`src/verilog/stsel_pkg.sv`:
```
package stsel_pkg;
   // apb register byte offsets
   localparam logic [7:0] adr_ctrl     = 8'h00; // advance and jump selection codes
   localparam logic [7:0] adr_thr1     = 8'h04; // first pair of thresholds
   localparam logic [7:0] adr_thr2     = 8'h08; // second pair of thresholds
   localparam logic [7:0] adr_dwell    = 8'h0c; // dwell delay in milliseconds
   localparam logic [7:0] adr_climit   = 8'h10; // pulse counter limit
   localparam logic [7:0] adr_refmax   = 8'h14; // maximum reference
   localparam logic [7:0] adr_status   = 8'h18; // read-only live state
   localparam logic [7:0] adr_restart  = 8'h1c; // write 1 in bit 0 restarts program

   // field positions
   localparam int adv_lsb   = 0;  // advance selection code, 7 bits
   localparam int jump_lsb  = 8;  // jump selection code, 7 bits
   localparam int lo_lsb    = 0;  // lower threshold field, 16 bits
   localparam int hi_lsb    = 16; // upper threshold field, 16 bits
   localparam int code_w    = 7;
   localparam int val_w     = 16;

   // status bits
   localparam int st_adv    = 0;
   localparam int st_jump   = 1;
   localparam int st_elap   = 2;
   localparam int st_frozen = 3;
   localparam int st_entry  = 4;

   // timing: dwell counted in milliseconds of a 250 mhz clock
   localparam int clk_mhz         = 250;
   localparam int ms_ns           = 1000000;
   localparam int cycles_per_ms   = ms_ns / 4; // ns per ms over 4 ns period

   // band widths in per cent of maximum reference
   localparam int enter_pct = 4;
   localparam int at_pct    = 1;
   localparam int pct_full  = 100;

   // selection codes of interest
   localparam logic [6:0] sel_none    = 7'h00;
   localparam logic [6:0] sel_a1h2dly = 7'h22; // 34
   localparam logic [6:0] sel_a2l2dly = 7'h23;
   localparam logic [6:0] sel_sv1o    = 7'h24; // 36
   localparam logic [6:0] sel_sv1u    = 7'h27; // 39
   localparam logic [6:0] sel_sv1od   = 7'h2a; // 42
   localparam logic [6:0] sel_sv1ud   = 7'h2d; // 45
   localparam logic [6:0] sel_cnt_hi  = 7'h30; // 48
   localparam logic [6:0] sel_cnt_lo  = 7'h31;
   localparam logic [6:0] sel_logic   = 7'h32;
   localparam logic [6:0] sel_enter   = 7'h33;
   localparam logic [6:0] sel_atref   = 7'h34;
   localparam logic [6:0] sel_di5_cmp = 7'h35; // 53
   localparam logic [6:0] sel_di4_cmp = 7'h39; // 57
   localparam logic [6:0] sel_dly_di  = 7'h3d; // 61
   localparam logic [6:0] sel_dly_a2h = 7'h42; // 66
   localparam logic [6:0] sel_dly_a2l = 7'h43;
   localparam logic [6:0] sel_dly_a1h = 7'h44; // 68

   // trigger decision enum
   typedef enum logic [1:0] {
      stsel_hold = 2'b00,
      stsel_next = 2'b01,
      stsel_jump = 2'b10
   } stsel_act_t;
endpackage

```
`src/verilog/stsel_dwell.sv`:
```
`timescale 1ns/1ps
// dwell timer: restarts on state entry, flags when delay has elapsed
module stsel_dwell #(
   parameter int   CYC_PER_MS = stsel_pkg::cycles_per_ms,
   parameter int   MS_W       = 16
) (
   // clock and reset
   input  wire logic            pclk,
   input  wire logic            presetn,
   // control
   input  wire logic            entry,     // one-cycle pulse on state entry
   input  wire logic [MS_W-1:0] delay_ms,  // programmed delay
   // result
   output logic                 elapsed
);
   logic [31:0]     pre;        // cycles within one millisecond
   logic [MS_W-1:0] ms;         // whole milliseconds counted
   logic [31:0]     next_pre;
   logic [MS_W-1:0] next_ms;
   logic            next_elapsed;

   // count up; the count saturates so a long stay cannot wrap back to false
   always_comb begin
      next_pre     = pre;
      next_ms      = ms;
      next_elapsed = elapsed;
      if (entry) begin
         next_pre     = 32'h0;
         next_ms      = '0;
         next_elapsed = 1'b0;
      end else if (ms >= delay_ms) begin
         next_elapsed = 1'b1;
      end else if (pre == 32'(CYC_PER_MS - 1)) begin
         next_pre = 32'h0;
         next_ms  = ms + 1'b1;
      end else begin
         next_pre = pre + 32'h1;
      end
   end

   // register stage
   always_ff @(posedge pclk or negedge presetn) begin
      if (!presetn) begin
         pre     <= 32'h0;
         ms      <= '0;
         elapsed <= 1'b0;
      end else begin
         pre     <= next_pre;
         ms      <= next_ms;
         elapsed <= next_elapsed;
      end
   end
endmodule

```
`src/verilog/stsel_cond.sv`:
```
`timescale 1ns/1ps
// combinational condition mux for one selection code
module stsel_cond #(
   parameter int W = stsel_pkg::val_w
) (
   // selection
   input  wire logic [6:0]   code,
   // analog comparisons, precomputed
   input  wire logic         a1_lo1,
   input  wire logic         a1_hi1,
   input  wire logic         a2_lo2,
   input  wire logic         a2_hi2,
   input  wire logic         a1_hi2,
   // other sources
   input  wire logic [4:0]   din,
   input  wire logic [2:0]   sup,
   input  wire logic         cnt_hi,
   input  wire logic         cnt_lo,
   input  wire logic         logic_res,
   input  wire logic         enter_band,
   input  wire logic         on_ref,
   input  wire logic         dly,
   // result
   output logic              hit
);
   logic [6:0] ofs; // offset within a group of codes

   // codes outside 34..68 give no trigger
   always_comb begin
      hit = 1'b0;
      ofs = 7'h0;
      if (code == stsel_pkg::sel_a1h2dly) begin
         hit = a1_hi2 | dly;
      end else if (code == stsel_pkg::sel_a2l2dly) begin
         hit = a2_lo2 | dly;
      end else if (code >= stsel_pkg::sel_sv1o && code < stsel_pkg::sel_sv1u) begin
         ofs = code - stsel_pkg::sel_sv1o;
         hit = sup[ofs[1:0]];
      end else if (code >= stsel_pkg::sel_sv1u && code < stsel_pkg::sel_sv1od) begin
         ofs = code - stsel_pkg::sel_sv1u;
         hit = sup[ofs[1:0]];
      end else if (code >= stsel_pkg::sel_sv1od && code < stsel_pkg::sel_sv1ud) begin
         ofs = code - stsel_pkg::sel_sv1od;
         hit = sup[ofs[1:0]] | dly;
      end else if (code >= stsel_pkg::sel_sv1ud && code < stsel_pkg::sel_cnt_hi) begin
         ofs = code - stsel_pkg::sel_sv1ud;
         hit = sup[ofs[1:0]] | dly;
      end else if (code == stsel_pkg::sel_cnt_hi) begin
         hit = cnt_hi;
      end else if (code == stsel_pkg::sel_cnt_lo) begin
         hit = cnt_lo;
      end else if (code == stsel_pkg::sel_logic) begin
         hit = logic_res;
      end else if (code == stsel_pkg::sel_enter) begin
         hit = enter_band;
      end else if (code == stsel_pkg::sel_atref) begin
         hit = on_ref;
      end else if (code >= stsel_pkg::sel_di5_cmp && code < stsel_pkg::sel_di4_cmp) begin
         ofs = code - stsel_pkg::sel_di5_cmp;
         case (ofs[1:0])
            2'h0:    hit = din[4] & a1_lo1;
            2'h1:    hit = din[4] & a2_lo2;
            2'h2:    hit = din[4] & a1_hi1;
            default: hit = din[4] & a2_hi2;
         endcase
      end else if (code >= stsel_pkg::sel_di4_cmp && code < stsel_pkg::sel_dly_di) begin
         ofs = code - stsel_pkg::sel_di4_cmp;
         case (ofs[1:0])
            2'h0:    hit = din[3] & a1_lo1;
            2'h1:    hit = din[3] & a2_lo2;
            2'h2:    hit = din[3] & a1_hi1;
            default: hit = din[3] & a2_hi2;
         endcase
      end else if (code >= stsel_pkg::sel_dly_di && code < stsel_pkg::sel_dly_a2h) begin
         ofs = code - stsel_pkg::sel_dly_di;
         hit = dly & din[ofs[2:0]];
      end else if (code == stsel_pkg::sel_dly_a2h) begin
         hit = dly & a2_hi2;
      end else if (code == stsel_pkg::sel_dly_a2l) begin
         hit = dly & a2_lo2;
      end else if (code == stsel_pkg::sel_dly_a1h) begin
         hit = dly & a1_hi1;
      end else begin
         hit = 1'b0;
      end
   end
endmodule

```
`src/verilog/stsel_top.sv`:
```
`timescale 1ns/1ps
// Notes on behaviour
// code 34: input one over upper two, or delay
// code 35: input two under lower two, or delay
// codes 36-38 pass supervision channel result
// codes 39-41 same supervision results again
// codes 42-44 supervision or delay
// codes 45-47 same as supervision or delay
// code 48: counter above limit
// code 49: counter below limit
// code 50: combined logic result
// code 51: within four percent of reference
// code 52: within one percent of reference
// codes 53-56 comparisons gated by input five
// codes 57-60 comparisons gated by input four
// codes 61-65 delay and digital input
// codes 66-68 delay and analog comparison
// code 0 no trigger; both codes 0 freeze until restart
// jump trigger beats advance trigger
// evaluate each cycle, strict compares, restart dwell
module stsel_top #(
   parameter int W          = stsel_pkg::val_w,
   parameter int CYC_PER_MS = stsel_pkg::cycles_per_ms
) (
   // clock and reset
   input  wire logic         pclk,
   input  wire logic         presetn,
   // apb slave
   input  wire logic         psel,
   input  wire logic         penable,
   input  wire logic         pwrite,
   input  wire logic [7:0]   paddr,
   input  wire logic [31:0]  pwdata,
   output logic [31:0]       prdata,
   output logic              pready,
   output logic              pslverr,
   // condition sources
   input  wire logic [W-1:0] analog_input_one,
   input  wire logic [W-1:0] analog_input_two,
   input  wire logic [4:0]   digital_in,          // inputs one to five, bit 0 first
   input  wire logic [2:0]   supervision_result,  // channels one to three
   input  wire logic [W-1:0] pulse_count,
   input  wire logic         combined_logic_result,
   input  wire logic [W-1:0] output_speed,
   input  wire logic [W-1:0] speed_reference,
   // state machine side
   input  wire logic         state_entry,         // pulse when a new state is entered
   output logic [1:0]        action,              // stsel_act_t code
   output logic              advance_trigger,
   output logic              jump_trigger,
   output logic              state_frozen,
   output logic              program_restart
);
   // configuration registers
   logic [6:0]   adv_code;
   logic [6:0]   jump_code;
   logic [W-1:0] first_upper_threshold;
   logic [W-1:0] first_lower_threshold;
   logic [W-1:0] second_upper_threshold;
   logic [W-1:0] second_lower_threshold;
   logic [W-1:0] state_dwell_delay;
   logic [W-1:0] counter_limit;
   logic [W-1:0] max_reference;
   logic [6:0]   next_adv_code;
   logic [6:0]   next_jump_code;
   logic [W-1:0] next_fut, next_flt, next_sut, next_slt;
   logic [W-1:0] next_dwell, next_climit, next_refmax;
   logic [31:0]  next_prdata;
   logic         next_restart;
   logic         next_frozen;

   // decoded conditions
   logic         wr_acc;    // write access phase
   logic         rd_acc;    // read setup phase, loads prdata
   logic         known;     // address hits a register
   logic         dly;       // dwell elapsed
   logic         adv_hit;
   logic         jump_hit;
   logic [W:0]   err;       // speed error magnitude
   logic         entering_reference_band;
   logic         on_reference;
   logic         count_above_limit;
   logic         count_below_limit;

   // strict compare: greater than
   function automatic logic gt(input logic [W-1:0] a, input logic [W-1:0] b);
      return a > b;
   endfunction

   // band test: error times 100 within pct times max reference
   function automatic logic in_band(input logic [W:0] e, input logic [W-1:0] m,
                                    input int pct);
      logic [W+7:0] lhs;
      logic [W+7:0] rhs;
      lhs = (W+8)'(e) * (W+8)'(stsel_pkg::pct_full);
      rhs = (W+8)'(m) * (W+8)'(pct);
      return lhs <= rhs; // boundary counts as inside
   endfunction

   // apb always answers at once; unmapped reads give zero with an error
   assign pready  = 1'b1;
   assign wr_acc  = psel & penable & pwrite;
   assign rd_acc  = psel & ~penable & ~pwrite;
   assign known   = paddr <= stsel_pkg::adr_restart && paddr[1:0] == 2'b00;
   assign pslverr = psel & penable & ~known;

   // speed error and limit comparisons, recomputed every cycle
   assign err = (output_speed >= speed_reference) ?
                {1'b0, output_speed - speed_reference} :
                {1'b0, speed_reference - output_speed};
   assign entering_reference_band = in_band(err, max_reference, stsel_pkg::enter_pct);
   assign on_reference            = in_band(err, max_reference, stsel_pkg::at_pct);
   assign count_above_limit       = gt(pulse_count, counter_limit);
   assign count_below_limit       = gt(counter_limit, pulse_count);

   // dwell timer, restarted by state entry
   stsel_dwell #(.CYC_PER_MS(CYC_PER_MS), .MS_W(W)) u_dwell (
      .pclk     (pclk),
      .presetn  (presetn),
      .entry    (state_entry),
      .delay_ms (state_dwell_delay),
      .elapsed  (dly)
   );

   // advance trigger mux
   stsel_cond #(.W(W)) u_adv (
      .code       (adv_code),
      .a1_lo1     (gt(first_lower_threshold, analog_input_one)),
      .a1_hi1     (gt(analog_input_one, first_upper_threshold)),
      .a2_lo2     (gt(second_lower_threshold, analog_input_two)),
      .a2_hi2     (gt(analog_input_two, second_upper_threshold)),
      .a1_hi2     (gt(analog_input_one, second_upper_threshold)),
      .din        (digital_in),
      .sup        (supervision_result),
      .cnt_hi     (count_above_limit),
      .cnt_lo     (count_below_limit),
      .logic_res  (combined_logic_result),
      .enter_band (entering_reference_band),
      .on_ref     (on_reference),
      .dly        (dly),
      .hit        (adv_hit)
   );

   // jump trigger mux uses the same decoding
   stsel_cond #(.W(W)) u_jump (
      .code       (jump_code),
      .a1_lo1     (gt(first_lower_threshold, analog_input_one)),
      .a1_hi1     (gt(analog_input_one, first_upper_threshold)),
      .a2_lo2     (gt(second_lower_threshold, analog_input_two)),
      .a2_hi2     (gt(analog_input_two, second_upper_threshold)),
      .a1_hi2     (gt(analog_input_one, second_upper_threshold)),
      .din        (digital_in),
      .sup        (supervision_result),
      .cnt_hi     (count_above_limit),
      .cnt_lo     (count_below_limit),
      .logic_res  (combined_logic_result),
      .enter_band (entering_reference_band),
      .on_ref     (on_reference),
      .dly        (dly),
      .hit        (jump_hit)
   );

   // triggers are combinational so the state machine sees them this cycle
   always_comb begin
      advance_trigger = adv_hit;
      jump_trigger    = jump_hit;
      if (jump_hit) begin
         action = stsel_pkg::stsel_jump;
      end else if (adv_hit) begin
         action = stsel_pkg::stsel_next;
      end else begin
         action = stsel_pkg::stsel_hold;
      end
   end

   // register writes, read mux, freeze flag
   always_comb begin
      next_adv_code  = adv_code;
      next_jump_code = jump_code;
      next_fut       = first_upper_threshold;
      next_flt       = first_lower_threshold;
      next_sut       = second_upper_threshold;
      next_slt       = second_lower_threshold;
      next_dwell     = state_dwell_delay;
      next_climit    = counter_limit;
      next_refmax    = max_reference;
      next_restart   = 1'b0;
      next_prdata    = 32'h0;
      if (wr_acc) begin
         if (paddr == stsel_pkg::adr_ctrl) begin
            next_adv_code  = pwdata[stsel_pkg::adv_lsb +: stsel_pkg::code_w];
            next_jump_code = pwdata[stsel_pkg::jump_lsb +: stsel_pkg::code_w];
         end else if (paddr == stsel_pkg::adr_thr1) begin
            next_flt = pwdata[stsel_pkg::lo_lsb +: W];
            next_fut = pwdata[stsel_pkg::hi_lsb +: W];
         end else if (paddr == stsel_pkg::adr_thr2) begin
            next_slt = pwdata[stsel_pkg::lo_lsb +: W];
            next_sut = pwdata[stsel_pkg::hi_lsb +: W];
         end else if (paddr == stsel_pkg::adr_dwell) begin
            next_dwell = pwdata[W-1:0];
         end else if (paddr == stsel_pkg::adr_climit) begin
            next_climit = pwdata[W-1:0];
         end else if (paddr == stsel_pkg::adr_refmax) begin
            next_refmax = pwdata[W-1:0];
         end else if (paddr == stsel_pkg::adr_restart) begin
            next_restart = pwdata[0];
         end
      end
      if (rd_acc) begin
         if (paddr == stsel_pkg::adr_ctrl) begin
            next_prdata[stsel_pkg::adv_lsb +: stsel_pkg::code_w]  = adv_code;
            next_prdata[stsel_pkg::jump_lsb +: stsel_pkg::code_w] = jump_code;
         end else if (paddr == stsel_pkg::adr_thr1) begin
            next_prdata = {first_upper_threshold, first_lower_threshold};
         end else if (paddr == stsel_pkg::adr_thr2) begin
            next_prdata = {second_upper_threshold, second_lower_threshold};
         end else if (paddr == stsel_pkg::adr_dwell) begin
            next_prdata[W-1:0] = state_dwell_delay;
         end else if (paddr == stsel_pkg::adr_climit) begin
            next_prdata[W-1:0] = counter_limit;
         end else if (paddr == stsel_pkg::adr_refmax) begin
            next_prdata[W-1:0] = max_reference;
         end else if (paddr == stsel_pkg::adr_status) begin
            next_prdata[stsel_pkg::st_adv]    = adv_hit;
            next_prdata[stsel_pkg::st_jump]   = jump_hit;
            next_prdata[stsel_pkg::st_elap]   = dly;
            next_prdata[stsel_pkg::st_frozen] = state_frozen;
         end
      end
      // frozen while both selections are off; cleared only by restart
      if (next_restart) begin
         next_frozen = 1'b0;
      end else if (adv_code == stsel_pkg::sel_none && jump_code == stsel_pkg::sel_none) begin
         next_frozen = 1'b1;
      end else begin
         next_frozen = state_frozen;
      end
   end

   // prdata is loaded at the setup edge, so it stands through the access
   // phase and the master takes it at the edge where pready is high
   always_ff @(posedge pclk or negedge presetn) begin
      if (!presetn) begin
         adv_code               <= stsel_pkg::sel_none;
         jump_code              <= stsel_pkg::sel_none;
         first_upper_threshold  <= '0;
         first_lower_threshold  <= '0;
         second_upper_threshold <= '0;
         second_lower_threshold <= '0;
         state_dwell_delay      <= '0;
         counter_limit          <= '0;
         max_reference          <= '0;
         program_restart        <= 1'b0;
         prdata                 <= 32'h0;
         state_frozen           <= 1'b0;
      end else begin
         adv_code               <= next_adv_code;
         jump_code              <= next_jump_code;
         first_upper_threshold  <= next_fut;
         first_lower_threshold  <= next_flt;
         second_upper_threshold <= next_sut;
         second_lower_threshold <= next_slt;
         state_dwell_delay      <= next_dwell;
         counter_limit          <= next_climit;
         max_reference          <= next_refmax;
         program_restart        <= next_restart;
         prdata                 <= next_prdata;
         state_frozen           <= next_frozen;
      end
   end
endmodule

```
`config.mk`:
```
export PLATFORM = sky130hd
export DESIGN_NAME = stsel_top
export DESIGN_NICKNAME = d
export VERILOG_FILES = /design/src/verilog/stsel_pkg.sv /design/src/verilog/stsel_dwell.sv /design/src/verilog/stsel_cond.sv /design/src/verilog/stsel_top.sv
export SDC_FILE = /design/constraint.sdc
export NUM_CORES = 1
export LEC_CHECK = 0
export BUFFER_PORTS_ARGS = -buffer_cell sky130_fd_sc_hd__buf_4
export CORE_MARGIN = 2
export CORE_UTILIZATION = 35
export CTS_CLUSTER_SIZE = 28
export DETAILED_ROUTE_END_ITERATION = 6
export PLACE_DENSITY = 0.54
export SLEW_MARGIN = 20
export SYNTH_ARGS = -nofsm -noshare
export SYNTH_HDL_FRONTEND = slang
export SYNTH_HIERARCHICAL = 1
export SYNTH_SLANG_ARGS = --single-unit
export TNS_END_PERCENT = 50
```
`constraint.sdc`:
```
create_clock -name pclk -period 15 [get_ports pclk]
set_input_delay 3 -clock pclk [delete_from_list [all_inputs] [get_ports pclk]]
set_output_delay 3 -clock pclk [all_outputs]
set_load 0.02 [all_outputs]
```
# [Yosys cells after proc, flatten, opt, wreduce, memory -nomap -nowiden]
# Index checks and enable logic that the tools add are counted.
[totals] regBits=209 out_inout_bits=40
[classes] n_addsub=18 multipliers=1 magnitude_cmp=50 n_eq_ne=37 n_mux=92 n_bitwise=32 reduce_logical=34
[ops] operator="$mux 32" count=5
[ops] operator="$mux 16" count=8
[ops] operator="$gt 16x16->1" count=7
[ops] operator="$eq 7x6->1 const B" count=14
[ops] operator="$ge 7x6->1 const B" count=14
[ops] operator="$lt 7x6->1 const B" count=12
[ops] operator="$mux 1" count=58
[ops] operator="$eq 7x7->1 const B" count=6
[ops] operator="$add 32x1->32 const B" count=1
[ops] operator="$eq 32x18->1 const B" count=1
[ops] operator="$eq 8x5->1 const B" count=4
[ops] operator="$ge 16x16->1" count=2
[ops] operator="$sub 16x16->16" count=2
[ops] operator="$le 24x18->1" count=1
[ops] operator="$lt 2x3->1 const B" count=8
[ops] operator="$le 23x16->1" count=1
[ops] operator="$mul 16x5->21 const B" count=1
[ops] operator="$and 1x1->1" count=18
[ops] operator="$mux 17" count=1
[ops] operator="$add 16x1->16 const B" count=1
[ops] operator="$bmux 1 s2" count=8
[ops] operator="$eq 8x4->1 const B" count=2
[ops] operator="$logic_and 1x1->1" count=16
[ops] operator="$sub 2x1->2 const B" count=8
[ops] operator="27 further kinds" count=65

# [Logic depth before layout (Yosys ltp)]
[logic_depth] word_depth=27 mapped_depth=42

# [By module]
# The synthesis kept the hierarchy.
[modules_own_cells] module="stsel_top" instances=1 cells_per_inst=1353 area_each_um2=12831.1
[modules_own_cells] module="stsel_dwell" instances=1 cells_per_inst=369 area_each_um2=3231.8
[modules_own_cells] module="stsel_cond" instances=2 cells_per_inst=99 area_each_um2=733.2

# [Least setup slack after synthesis]
# Ideal clock, no wire load.
[synth_path] path_type="input to output" startpoint="input port output_speed[13]" endpoint="output port action[0]" arrival_time_ns=9.945 path_slack_ns=2.055 path_stages=35 n_path_buf=2 cell_sequence="inv_1 ha_1 buf_2 a21o_1 a31o_2 or3_1 o21ai_4 buf_4 o21bai_1 a21oi_1 a211oi_1 xnor2_1 ha_1 ha_1 fa_1 ha_1 o21ai_0 a21boi_0 a21oi_1 o21bai_1 a21oi_1 xnor2_1 ha_1 nand4_1 nor2_1 a41oi_1 o21ai_0 and4_1 nor2b_1 a2111oi_0 o22ai_1 a21oi_1 o21ai_1 a21oi_1 nor2b_1"
[synth_between] elab_chain_cells=17 word_cells_on_any_way=31
[synth_rtl] element="start, declared" line="stsel_top.sv:44" source="input wire logic [W-1:0] output_speed,"
[synth_rtl] element="$sub 16x16->16, or another cell as far along" line="stsel_top.sv:110" source="{1'b0, speed_reference - output_speed};"
[synth_rtl] element="$mux 16 *" line="stsel_top.sv:108" source="assign err = (output_speed >= speed_reference) ?"
[synth_rtl] element="$mul 16x5->21 *" line="stsel_top.sv:95" source="lhs = (W+8)'(e) * (W+8)'(stsel_pkg::pct_full);"
[synth_rtl] element="$le 23x16->1 *" line="stsel_top.sv:97" source="return lhs <= rhs;"
[synth_rtl] element="via on_reference" line="stsel_top.sv:81" source="logic on_reference;"
[synth_rtl] element="$mux 1 *" line="stsel_cond.sv:56" source="end else if (code == stsel_pkg::sel_atref) begin"
[synth_rtl] element="$mux 1 *" line="stsel_cond.sv:54" source="end else if (code == stsel_pkg::sel_enter) begin"
[synth_rtl] element="$mux 1 *" line="stsel_cond.sv:52" source="end else if (code == stsel_pkg::sel_logic) begin"
[synth_rtl] element="[3 not listed]"
[synth_rtl] element="$mux 1 *" line="stsel_cond.sv:42" source="end else if (code >= stsel_pkg::sel_sv1od && code < stsel_pkg::sel_sv1ud) begin"
[synth_rtl] element="$mux 1 *" line="stsel_cond.sv:39" source="end else if (code >= stsel_pkg::sel_sv1u && code < stsel_pkg::sel_sv1od) begin"
[synth_rtl] element="$mux 1 *" line="stsel_cond.sv:36" source="end else if (code >= stsel_pkg::sel_sv1o && code < stsel_pkg::sel_sv1u) begin"
[synth_rtl] element="$mux 1 *" line="stsel_cond.sv:34" source="end else if (code == stsel_pkg::sel_a2l2dly) begin"
[synth_rtl] element="$mux 1 *" line="stsel_cond.sv:32" source="if (code == stsel_pkg::sel_a1h2dly) begin"
[synth_rtl] element="via advance_trigger" line="stsel_top.sv:49" source="output logic advance_trigger,"
[synth_rtl] element="$mux 1 *" line="stsel_top.sv:169" source="end else if (adv_hit) begin"
[synth_rtl] element="$mux 2 *" line="stsel_top.sv:167" source="if (jump_hit) begin"
[synth_rtl] element="end, declared" line="stsel_top.sv:48" source="output logic [1:0] action,"
# Mark *: on every way through the listed nets, which the timed path passes. The rest lies on a longest branch.

# [Final worst setup path]
[layout_path] startpoint="input port output_speed[13]" endpoint="output port action[0]"
[layout_between] elab_chain_cells=17 word_cells_on_any_way=31
[layout_rtl] element="$sub 16x16->16, or another cell as far along" line="stsel_top.sv:110"
[layout_rtl] element="$mux 16 *" line="stsel_top.sv:108"
[layout_rtl] element="$mul 16x5->21 *" line="stsel_top.sv:95"
[layout_rtl] element="$le 23x16->1 *" line="stsel_top.sv:97"
[layout_rtl] element="via on_reference" line="stsel_top.sv:81"
[layout_rtl] element="$mux 1" line="stsel_cond.sv:56"
[layout_rtl] element="$mux 1" line="stsel_cond.sv:54"
[layout_rtl] element="$mux 1" line="stsel_cond.sv:52"
[layout_rtl] element="[2 not listed]"
[layout_rtl] element="$mux 1" line="stsel_cond.sv:45" source="end else if (code >= stsel_pkg::sel_sv1ud && code < stsel_pkg::sel_cnt_hi) begin"
[layout_rtl] element="$mux 1" line="stsel_cond.sv:42"
[layout_rtl] element="$mux 1" line="stsel_cond.sv:39"
[layout_rtl] element="$mux 1" line="stsel_cond.sv:36"
[layout_rtl] element="$mux 1" line="stsel_cond.sv:34"
[layout_rtl] element="$mux 1" line="stsel_cond.sv:32"
[layout_rtl] element="$mux 1" line="stsel_top.sv:169"
[layout_rtl] element="$mux 2 *" line="stsel_top.sv:167"
# Marked as above.

==> results.json <==
{
  "status": "finished clean",
  "drc_errors": 0,
  "worst_slack_ns": 0.814,
  "die_w_microns": 228,
  "rsz0062_at_grt": "false",
  "avgSynthCellArea_sq_um": 9.13,
  "syn_inst": 1920,
  "path_buf_inv": 3,
  "ys_warn_count": 6,
  "grt_use_total_pct": 19.9,
  "synthTopCellsByCount": "238 x ha_1, 209 x dfrtp_1, 204 x inv_1",
  "synth_nets": 2305,
  "drt_iter0_markers": 930,
  "min_path_type": "reg -> reg",
  "synth_edf_count": 0,
  "fmax_mhz": 70.5,
  "start_util_pct": 35.2,
  "clock_sinks": 209,
  "rows": 82,
  "hold_violations": 0,
  "ys_ff_latch": 209,
  "first_pass_iters": 5,
  "worstPathMaxFanout": 26,
  "worstPathArrival_ns": 11.19,
  "synth_top_area_cell": "dfrtp_1",
  "clk_pin_slew_ns": 0.05,
  "critPathKind": "in -> out",
  "core_area_sq_um": 49800,
  "cp_top_family": "compound AO/OA/AOI/OAI gates",
  "fin_total_pwr_w": 0.00268,
  "cts_hold_buf": 0,
  "fin_util_pct": 40.9,
  "grt_pass1_wl_microns": 83700,
  "syn-cell-area_sq_um": 17500,
  "overflow": 0,
  "port_buffers": 173,
  "slew_viol_final": 0,
  "syn_to_final_growth_pct": 16.1,
  "cp-start-kind": "input pin",
  "cts_setup_buffers": 0,
  "wl_per_cell_microns": 19.1,
  "first_global_vias": 15200,
  "cts_buffer_depth": 3,
  "fin_crit_sh_pct": 94.6,
  "synth-async-reset-ratio_pct": 100,
  "htreeDepth": 1,
  "synth_cell_types": 95,
  "ios": 175,
  "ir_drop_mv": 0.117,
  "cts_inserted_buffers": 26,
  "route.vias.total": 15000,
  "synth_top_area_share_pct": 29.8,
  "grt_max_degree": 88,
  "yosysMostFrequentCell": "ha_1",
  "ys.flop_type": "dfrtp_1",
  "dp_hpwl_microns": 40400,
  "cp_data_required_time_ns": 12.00,
  "setup-tns-final_ns": 0,
  "grt_antenna_before_repair": 1,
  "ctsRootBufferMaster": "clkbuf_16",
  "drive_gt1_share_pct": 17.6,
  "setup_viol": 0,
  "p_leak_nw": 9.74,
  "final_nets": 2441,
  "slew_headroom_pct": 29.2,
  "post-place-ws_ns": 0.886,
  "drt_wl_total_microns": 52600,
  "dieArea_sq_um": 51900,
  "cpMaxStageDelayCell": "a21oi_1",
  "ys_seq_area_share_pct": 29.8,
  "post-route-min-period_ns": 14.19,
  "gp_congestion": 0.866,
  "critPathMaxStageDelay_ns": 0.66,
  "ant_nets": 0,
  "die_h_microns": 228,
  "power_density_nw_per_um2": 132,
  "crit_path_end_kind": "output port",
  "ctsResizeCount": 0,
  "fin_skew_ns": 0.0225,
  "cts_tree": "built",
  "viasPerCell": 5.47,
  "drv_cap": 0,
  "insertion_delay_ns": 0.57,
  "tightestPinTransition_ns": 1.06,
  "synth.area.top_cells": "dfrtp_1 30%, ha_1 17%, mux2_2 6.0%"
}
## placed cells by master (no fill, tap or decap), types with 32 or more instances in the layout
master / n
mux2_2: 94
o21ai_0: 104
nand4_1: 37
inv_1: 204
a21oi_1: 142
nand3_1: 41
nand2_1: 113
nor2b_1: 43
nor2_1: 95
buf_4: 181
ha_1: 238
o21a_1: 32
dfrtp_1: 209
## flip-flops by register name, summed over array words and instances (netlist names), 7 cells and up
name	flops
first_lower_threshold	16
counter_limit	16
state_dwell_delay	16
second_lower_threshold	16
prdata	32
max_reference	16
first_upper_threshold	16
adv_code	7
u_dwell/ms	16
u_dwell/pre	32
second_upper_threshold	16
jump_code	7
## stage by stage
stage               instance area [sq um]  instances  hold WS, ns
detailed placement                  19400       2700        0.509
CTS                                 20400       2747        0.522
global placement                    19400       2699        0.506
finish                              20400       2748        0.520
floorplan                           17500       1920        0.485
global route                        20400       2748        0.551
## path summary, 6_finish.rpt
path	startpoint	to	slack, ns	depth (start not counted)
min in group asynchronous	presetn	prdata[17]	2.52	1
max in group asynchronous	presetn	u_dwell/pre[5]	11.04	2
worst min-delay path	second_lower_threshold[12]	second_lower_threshold[12]	0.52	1
worst max register to register	second_lower_threshold[1]	prdata[1]	10.44	19
worst max-delay path	output_speed[13]	action[0]	0.81	35
worst min register to register	second_lower_threshold[12]	second_lower_threshold[12]	0.52	1
## routing by layer
layer  wire length, microns  vias up  GRT usage [%]
li1                       -     7257              -
met1                  24700     7374           27.5
met2                  24800      335           33.2
met3                   2120       57           2.39
met4                   1020        0           4.50
met5                      0        -              0
## kinds of logic after synthesis
family / after synthesis / synth area share, %
mux: 130 / 8.39
compound gates: 506 / 19.0
simple gates: 501 / 15.7
other cells: 1 / 0.0214
fa+ha+maj: 250 / 18.4
buf+inv: 281 / 6.55
xor+xnor: 42 / 2.14
flops: 209 / 29.8
## power by group
group / leakage [nW] / total (W) / internal (W) / switching (W)
registers: 2.75 / 0.000581 / 0.000571 / 0.00000967
clock network: 0.463 / 0.000685 / 0.000425 / 0.000261
logic: 6.53 / 0.00142 / 0.000626 / 0.000791
## cell type report
class                      count  area, sq um
fill                        4936        29400
multi-input combinational   1430        11200
sequential                   209         5230
timing repair buffer         183         1390
tap                          672          841
inverter                     206          773
clock buffer                  34          721
clock inverter                13          215
antenna                        1         2.50
(Power assumes the default switching activity.)
